`config.mk`:
```
export PLATFORM = sky130hd
export DESIGN_NAME = clr_pipe
export DESIGN_NICKNAME = d
export VERILOG_FILES = /design/src/hw/clr_pkg.sv /design/src/hw/clr_frc_dot.sv /design/src/hw/clr_pipe.sv
export SDC_FILE = /design/constraint.sdc
export NUM_CORES = 1
export LEC_CHECK = 0
export ABC_AREA = 0
export BUFFER_PORTS_ARGS = -buffer_cell sky130_fd_sc_hd__buf_2
export CAP_MARGIN = 40
export CORE_MARGIN = 1.5
export CORE_UTILIZATION = 54
export DETAILED_ROUTE_END_ITERATION = 7
export PLACE_DENSITY_LB_ADDON = 0.2
export RECOVER_POWER = 100
export SYNTH_ARGS = -nofsm -noshare
export SYNTH_HDL_FRONTEND = slang
export SYNTH_HIERARCHICAL = 1
export SYNTH_SLANG_ARGS = --single-unit
export TNS_END_PERCENT = 50
```
`constraint.sdc`:
```
create_clock -name clk -period 6.37 [get_ports clk]
set_input_delay 0.3185 -clock clk [delete_from_list [all_inputs] [get_ports clk]]
set_output_delay 0.3185 -clock clk [all_outputs]
set_load 0.005 [all_outputs]
```
`src/hw/clr_pkg.sv`:
```
// color pipeline package: widths, reset values, modes and carrier structs
// assumes a single display clock and a synchronous active-high reset
package clr_pkg;

    localparam int CLR_LVL_W     = 4;
    localparam int CLR_RG_IDX_W  = 3;
    localparam int CLR_B_IDX_W   = 2;
    localparam int CLR_RG_DEPTH  = 8;
    localparam int CLR_B_DEPTH   = 4;
    localparam int CLR_POS_W     = 7;
    localparam int CLR_FRM_W     = 6;
    localparam int CLR_BLINK_BIT = 5;

    localparam logic [3:0] CLR_LVL_RST = 4'h0;
    localparam logic [3:0] CLR_LVL_OFF = 4'h0;
    localparam logic [3:0] CLR_LVL_ON  = 4'hF;
    localparam logic [5:0] CLR_FRM_RST = 6'h00;

    typedef enum logic [1:0] {
        CLR_CUR_FIXED     = 2'h0,
        CLR_CUR_INVERT    = 2'h1,
        CLR_CUR_BLINK_FIX = 2'h2,
        CLR_CUR_BLINK_INV = 2'h3
    } clr_cur_mode_e;

    typedef enum logic [1:0] {
        CLR_PAL_RED   = 2'h0,
        CLR_PAL_GREEN = 2'h1,
        CLR_PAL_BLUE  = 2'h2
    } clr_pal_sel_e;

    typedef struct packed {
        logic                 en;
        clr_pal_sel_e         sel;
        logic [2:0]           idx;
        logic [3:0]           data;
    } clr_pal_wr_s;

    typedef struct packed {
        logic                 cursor_en;
        clr_cur_mode_e        cursor_mode_sel;
        logic                 cursor_red_on;
        logic                 cursor_green_on;
        logic                 cursor_blue_on;
        logic [6:0]           cursor_start_col;
        logic [6:0]           cursor_start_row;
        logic [6:0]           cursor_end_col;
        logic [6:0]           cursor_end_row;
    } clr_cur_cfg_s;

    typedef struct packed {
        logic                 valid;
        logic [7:0]           data;
        logic [6:0]           col;
        logic [6:0]           row;
    } clr_pix_s;

    typedef struct packed {
        logic                 valid;
        logic [3:0]           gray_r;
        logic [3:0]           gray_g;
        logic [3:0]           gray_b;
        logic                 lit_r;
        logic                 lit_g;
        logic                 lit_b;
    } clr_dot_s;

endpackage

```
`src/hw/clr_frc_dot.sv`:
```
// frame-skipping decision for one color component of one dot
// assumes level and phase are stable within the evaluating cycle
`timescale 1ns/1ps
`default_nettype none
module clr_frc_dot
    import clr_pkg::*;
#(
    parameter int LW = 4
) (
    input  wire logic [LW-1:0] level,
    input  wire logic [LW-1:0] phase,
    output logic               lit
);
    logic [LW:0]   on_cnt;
    logic [LW-1:0] rev;

    // 0 unlit, 1..14 give (v+1)/16, all ones fully lit
    always_comb begin
        if (level == '0) begin
            on_cnt = '0;
        end else begin
            on_cnt = {1'b0, level} + {{LW{1'b0}}, 1'b1};
        end
        for (int i = 0; i < LW; i++) begin
            rev[i] = phase[LW-1-i];
        end
        lit = ({1'b0, rev} < on_cnt);
    end
endmodule
`default_nettype wire

```
`src/hw/clr_pipe.sv`:
```
// palette lookup, four-color unpack, color window cursor and frame-skip gray
// assumes pixel stream with column/row counters and a frame-start pulse
`timescale 1ns/1ps
`default_nettype none
module clr_pipe
    import clr_pkg::*;
(
    input  wire logic         clk,
    input  wire logic         rst,
    input  wire logic         frame_start,
    input  wire logic         four_color_mode,
    input  wire clr_pal_wr_s  pal_wr,
    input  wire clr_cur_cfg_s cur_cfg,
    input  wire clr_pix_s     pix_in,
    output clr_dot_s          dot_out
);
    typedef struct packed {
        logic [5:0]            frame_cnt;
        logic [7:0][3:0]       red_palette_entry;
        logic [7:0][3:0]       green_palette_entry;
        logic [3:0][3:0]       blue_palette_entry;
        logic                  s1_valid;
        logic [3:0]            s1_r;
        logic [3:0]            s1_g;
        logic [3:0]            s1_b;
        logic                  s1_win;
        logic [3:0]            s1_ofs;
        clr_dot_s              out;
    } clr_state_s;

    clr_state_s st_q;
    clr_state_s st_d;
    logic [2:0] idx_r;
    logic [2:0] idx_g;
    logic [1:0] idx_b;
    logic [1:0] quad;
    logic       win;
    logic       blink_on;
    logic [3:0] phase_r;
    logic [3:0] phase_g;
    logic [3:0] phase_b;
    logic       lit_r;
    logic       lit_g;
    logic       lit_b;

    assign blink_on = st_q.frame_cnt[CLR_BLINK_BIT];
    assign phase_r  = st_q.frame_cnt[3:0] + st_q.s1_ofs;
    assign phase_g  = st_q.frame_cnt[3:0] + st_q.s1_ofs + 4'h5;
    assign phase_b  = st_q.frame_cnt[3:0] + st_q.s1_ofs + 4'hA;

    // one modulator per component, each dot phase-shifted by position
    clr_frc_dot #(.LW(CLR_LVL_W)) u_frc_r (.level(st_d.out.gray_r), .phase(phase_r), .lit(lit_r));
    clr_frc_dot #(.LW(CLR_LVL_W)) u_frc_g (.level(st_d.out.gray_g), .phase(phase_g), .lit(lit_g));
    clr_frc_dot #(.LW(CLR_LVL_W)) u_frc_b (.level(st_d.out.gray_b), .phase(phase_b), .lit(lit_b));

    always_comb begin
        st_d = st_q;

        // frame counter drives both gray phase and blink
        if (frame_start) begin
            st_d.frame_cnt = st_q.frame_cnt + 6'h01;
        end

        // palette programming
        if (pal_wr.en) begin
            unique case (pal_wr.sel)
                CLR_PAL_RED: begin
                    st_d.red_palette_entry[pal_wr.idx] = pal_wr.data;
                end
                CLR_PAL_GREEN: begin
                    st_d.green_palette_entry[pal_wr.idx] = pal_wr.data;
                end
                CLR_PAL_BLUE: begin
                    st_d.blue_palette_entry[pal_wr.idx[1:0]] = pal_wr.data;
                end
                default: begin
                    st_d.out = st_q.out;
                end
            endcase
        end

        // stage 1: index selection and palette lookup
        quad = pix_in.col[1:0];
        if (four_color_mode) begin
            idx_r = {1'b0, pix_in.data[7 - 2*quad -: 2]};
            idx_g = idx_r;
            idx_b = pix_in.data[7 - 2*quad -: 2];
        end else begin
            idx_r = pix_in.data[7:5];
            idx_g = pix_in.data[4:2];
            idx_b = pix_in.data[1:0];
        end
        win = (pix_in.col >= cur_cfg.cursor_start_col) && (pix_in.col <= cur_cfg.cursor_end_col) &&
              (pix_in.row >= cur_cfg.cursor_start_row) && (pix_in.row <= cur_cfg.cursor_end_row);
        st_d.s1_valid = pix_in.valid;
        st_d.s1_r     = st_q.red_palette_entry[idx_r];
        st_d.s1_g     = st_q.green_palette_entry[idx_g];
        st_d.s1_b     = st_q.blue_palette_entry[idx_b];
        st_d.s1_win   = win;
        st_d.s1_ofs   = {pix_in.col[0] ^ pix_in.row[0], pix_in.row[0],
                         pix_in.col[1] ^ pix_in.row[1], pix_in.row[1]};

        // stage 2: cursor overlay
        st_d.out.valid  = st_q.s1_valid;
        st_d.out.gray_r = st_q.s1_r;
        st_d.out.gray_g = st_q.s1_g;
        st_d.out.gray_b = st_q.s1_b;
        if (cur_cfg.cursor_en && st_q.s1_win) begin
            unique case (cur_cfg.cursor_mode_sel)
                CLR_CUR_FIXED: begin
                    st_d.out.gray_r = cur_cfg.cursor_red_on   ? CLR_LVL_ON : CLR_LVL_OFF;
                    st_d.out.gray_g = cur_cfg.cursor_green_on ? CLR_LVL_ON : CLR_LVL_OFF;
                    st_d.out.gray_b = cur_cfg.cursor_blue_on  ? CLR_LVL_ON : CLR_LVL_OFF;
                end
                CLR_CUR_INVERT: begin
                    st_d.out.gray_r = ~st_q.s1_r;
                    st_d.out.gray_g = ~st_q.s1_g;
                    st_d.out.gray_b = ~st_q.s1_b;
                end
                CLR_CUR_BLINK_FIX: begin
                    if (blink_on) begin
                        st_d.out.gray_r = cur_cfg.cursor_red_on   ? CLR_LVL_ON : CLR_LVL_OFF;
                        st_d.out.gray_g = cur_cfg.cursor_green_on ? CLR_LVL_ON : CLR_LVL_OFF;
                        st_d.out.gray_b = cur_cfg.cursor_blue_on  ? CLR_LVL_ON : CLR_LVL_OFF;
                    end
                end
                CLR_CUR_BLINK_INV: begin
                    if (blink_on) begin
                        st_d.out.gray_r = ~st_q.s1_r;
                        st_d.out.gray_g = ~st_q.s1_g;
                        st_d.out.gray_b = ~st_q.s1_b;
                    end
                end
            endcase
        end
        st_d.out.lit_r = lit_r;
        st_d.out.lit_g = lit_g;
        st_d.out.lit_b = lit_b;
    end

    always_ff @(posedge clk) begin
        if (rst) begin
            st_q <= '0;
        end else begin
            st_q <= st_d;
        end
    end

    assign dot_out = st_q.out;

    logic [3:0] chk_r;
    logic [3:0] chk_g;
    logic [3:0] chk_b;
    assign chk_r = st_q.s1_r;
    assign chk_g = st_q.s1_g;
    assign chk_b = st_q.s1_b;
endmodule
`default_nettype wire

```
Yosys cells after proc, flatten, opt, wreduce, memory -nomap -nowiden
Index checks and enable logic that the tools add are counted.

word-level totals
  flip-flop bits (word level) = 120
  bits of input ports = 71
  output and inout port bits = 16
  word-level logic and storage cells = 107

cells by class
  add/sub/neg operators = 8
  order comparisons = 14
  equal/unequal tests = 5
  shift operators = 1
  multiplexer cells = 26
  bitwise gates (word level) = 5
  reduce and logical (&&, ||, !) cells = 14

operators with widths
  kind                                                                          count
  32-bit bitwise mux                                                            2
  12-bit one-hot mux with 4 select lines                                        1
  12-bit two-way mux                                                            3
  9-bit by 33-bit indexed part select with 2-bit output                         1
  4-bit two-way mux                                                             8
  4-bit binary-select mux with 3-bit select                                     2
  16-bit bitwise mux                                                            1
  4-bit by 1-bit adder with 5-bit output, second input constant                 3
  4-bit by 5-bit less-than comparator with 1-bit output                         3
  5-bit two-way mux                                                             3
  7-bit >= comparator                                                           2
  7-bit less-or-equal comparator                                                2
  4-bit demux with 3-bit select                                                 1
  4-bit logical NOT                                                             3
  3-bit by 4-bit less-than comparator with 1-bit output, second input constant  3
  4-bit inverter                                                                3
  4-bit binary-select mux with 2-bit select                                     1
  4-bit demux with 2-bit select                                                 1
  6-bit by 1-bit adder with 6-bit output, second input constant                 1
  2-bit == test, second input constant                                          3
  1-bit logical AND                                                             6
  2-bit by 3-bit less-than comparator with 1-bit output, second input constant  2
  3-bit two-way mux                                                             2
  2-bit AND reduction                                                           3
  other kinds (10)                                                              13

Longest topological paths before layout
  depth in word-level cells = 7
  mapped depth = 15
  mapped depth without buffers = 14

By module
The synthesis kept the hierarchy.

by module, submodules not included
  module       times used  cells an instance  area each (sq um)  seq. area each (sq um)
  clr_pipe     1           654                5,992.0            2,402.3
  clr_frc_dot  3           20                 158.9              0.0

Least setup slack after synthesis
No wires, ideal clock.

  path type = input to register
  start = input cur_cfg[32] in the netlist's numbering
  end = register st_q (netlist bit dot_out[0])
  library setup time = 0.127 ns
  arrival = 2.533 ns
  required time = 6.243 ns
  slack = 3.710 ns
  stages on the path = 14
  path buffers = 1
  path through = inv_1 -> o211ai_1 -> clkbuf_1 -> a21o_1 -> inv_1 -> ha_1 -> and2b_1 -> nor3_1 -> a21oi_1 -> ha_1 -> and3_2 -> o31ai_1 -> a32o_1 -> nor2b_1

RTL lines
  what                    RTL line         RTL
  start: declaration      clr_pipe.sv:13   input wire clr_cur_cfg_s cur_cfg,
  end signal: assignment  clr_pipe.sv:145  st_q <= st_d;
  end: declaration        clr_pipe.sv:31   clr_state_s st_q;

==> impl_metrics.yaml <==
global_route:
  top_usage_layer: "met2"
  use_met3: 0.0702
  grt_util_met2: 0.416
  grt_pass1_vias: 5200
  grt.total_usage: 0.239
  use_met1: 0.283
  gr-total-overflow: 0
  antenna_found_initial: 0
  grt_first_pass_wirelength_mm: 24.0
  grt_max_degree: 61
drt:
  route.detailed.wl_per_inst_um: 15.7
  drt_wl_total_mm: 14.6
  drtIter0Drc: 295
  via_per_inst: 5.59
  vias: 5213
  drc: 14
  ant_nets: 0
  first_pass_iters: 7
sta:
  finalCriticalPeriod_ns: 3.25
  finalSetupTns_ns: 0
  rsz0062_at_grt: "no"
  hold_violations: 0
  setup_viol: 0
  skew_ns: 0.00561
  slew_headroom: -0.734
  maxSlewViolCount: 61
  worst_slew_pin_slew_ns: 2.60
  finalCritPeriodShare: 0.511
  setup_ws_ns: 3.12
  max_freq_mhz: 307
  fin_hold_ws_ns: 0.115
die:
  die_area_um2: 12600
  die_y_um: 112
  initial_core_util: 0.559
  die_x_um: 112
  io_pins: 87
  num_rows: 39
  core_um2: 11600
placement:
  place_area_um2: 6870
  post-dp-hpwl_mm: 10.6
  place_congestion: 0.816
  port_buffers: 86
  dp_slack_ns: 3.56
clock_network:
  cts_buffer_depth: 2
  clk-insertion-delay-late_ns: 0.41
  cts_hold_buf: 0
  h-tree-depth: 4
  postCtsSetupBuffers: 0
  cts-root-buf: "clkbuf_16"
  cts_sinks: 120
  cts_tree: "yes"
  cts_buffers: 17
  cts.clk_slew.worst_paths_ns: 0.06
  cts-resized-gates: 0
worst_setup_path:
  arrival_ns: 3.46
  start_kind: "register"
  critPathCaptureType: "register"
  critical_path_class: "register to register"
  path_max_fanout: 24
  cp.required_ns: 6.57
min_path:
  hold_path_class: "primary input to register"
power:
  peakVddDrop_mv: 0.197
  finalPower_w: 0.00198
  powerDensity_nw_per_um2: 265
  leakage_nw: 3.24
logic_synthesis:
  synthCells: 714
  ys_types: 46
  yosysSeqAreaShare: 0.371
  yosysWarnings: 6
  syn-num-nets: 836
  yosys_register_bits: 120
  netlist_area_um2: 6470
  synth.avg_cell_area_um2: 9.06
  ys_dominant_reg_cell: "dfxtp_1"
  synth_edf_count: 0
  async_reset_ff_frac: 0
cells_and_area:
  final_area_um2: 7480
  drive_gt1_frac: 0.180
  final_common_cell: "dfxtp_1"
  synthToLayoutAreaGrowth_pct: 15.6
  fill_cells: 971
  layout_common_cells: "dfxtp_1 (120), buf_2 (79), nor2_1 (68)"
  final_nets: 898
flow_run:
  drv_cap: 1
status:
  status: "finished with violations"
  violations: "DRC, capacitance limit, slew limit"
[cells by family (layout without fill, tap and decap cells)]
| group | count (synthesis) | count (layout) | synth area share |
|---|---|---|---|
| other cells | 0 | 1 | 0 |
| compound gates | 125 | 125 | 0.123 |
| xor+xnor | 15 | 15 | 0.0203 |
| buf+inv | 94 | 169 | 0.0662 |
| simple gates | 234 | 234 | 0.175 |
| mux | 75 | 75 | 0.144 |
| fa+ha+maj | 51 | 51 | 0.0998 |
| flops | 120 | 120 | 0.371 |
[state kept, by name, indices dropped and copies added, names as in the netlist]
register,cells
blink_on,1
chk_b,4
chk_g,4
chk_r,4
dot_out,16
st_d,1
st_q,90
[cells in the mapped netlist (all sizes together) (3+ instances only)]
cell type  number  area (um^2)
a211oi         12         90.1
a21o           25          188
a21oi          61          324
a32o            3         30.0
and2b           3         22.5
and3            4         28.8
buf            19          146
clkbuf         31          116
dfxtp         120         2400
ha             50          626
inv            44          165
mux2i          61          611
mux4           14          319
nand2          57          214
nand2b          6         37.5
nand3          42          210
nand3b          3         22.5
nand4           5         31.3
nor2           68          255
nor2b          29          181
nor3            5         25.0
nor3b           5         52.6
o21ai           6         30.0
o221ai          4         35.0
o22ai           3         18.8
o31ai           3         22.5
xnor2           6         52.6
xor2            9         78.8
[per-layer routing]
layer  vias to the layer above  routed length [um]  part of all wire
li1                       2590                   -                 -
met3                        26                 745             0.051
met2                       135                7120              0.49
met5                         -                   0                 0
met1                      2462                6580              0.45
met4                         0                 200             0.014
[where the power goes]
group,internal [W],switching [W],leakage (nW)
clock network,0.000638,0.000337,0.286
registers,0.000765,0.00000712,0.970
logic,0.000104,0.000133,1.99
total,0.00151,0.000477,3.24
[worst paths after layout]
| path | slack [ns] | endpoint | startpoint | depth (start not counted) |
|---|---|---|---|---|
| worst max-delay path | 3.12 | dot_out[2] | blink_on | 13 |
| worst min-delay path | 0.12 | st_d[15] | pix_in[22] | 2 |
| worst max register to register | 3.12 | dot_out[2] | blink_on | 13 |
| worst min register to register | 0.43 | dot_out[15] | st_d[15] | 1 |
[area by class of cell]
type	instances	area (um^2)	share of cell area
clock buffers	23	508	0.0679
flip-flops and latches	120	2400	0.321
inverters	44	165	0.0221
multi-input cells	500	3640	0.486
clock inverters	9	114	0.0152
well taps	143	179	0.0239
diodes	1	2.50	0.000335
repair buffers	93	470	0.0629
[critical path: stages (launching register included)]
cell	delay (ns)
dfxtp_1	0.31
o211ai_1	0.21
clkbuf_1	0.71
a21o_1	0.30
inv_1	0.06
ha_1	0.21
and2b_1	0.16
nor3_1	0.13
a21oi_1	0.06
ha_1	0.30
and3_2	0.19
o31ai_1	0.06
a32o_1	0.21
nor2b_1	0.12
[metrics by stage]
step,util,instances
2_1_floorplan,-,714
3_3_place_gp,0.593,898
3_5_place_dp,0.594,900
4_1_cts,0.648,932
5_1_grt,0.647,932
6_report,0.647,933
(Power assumes the default switching activity.)
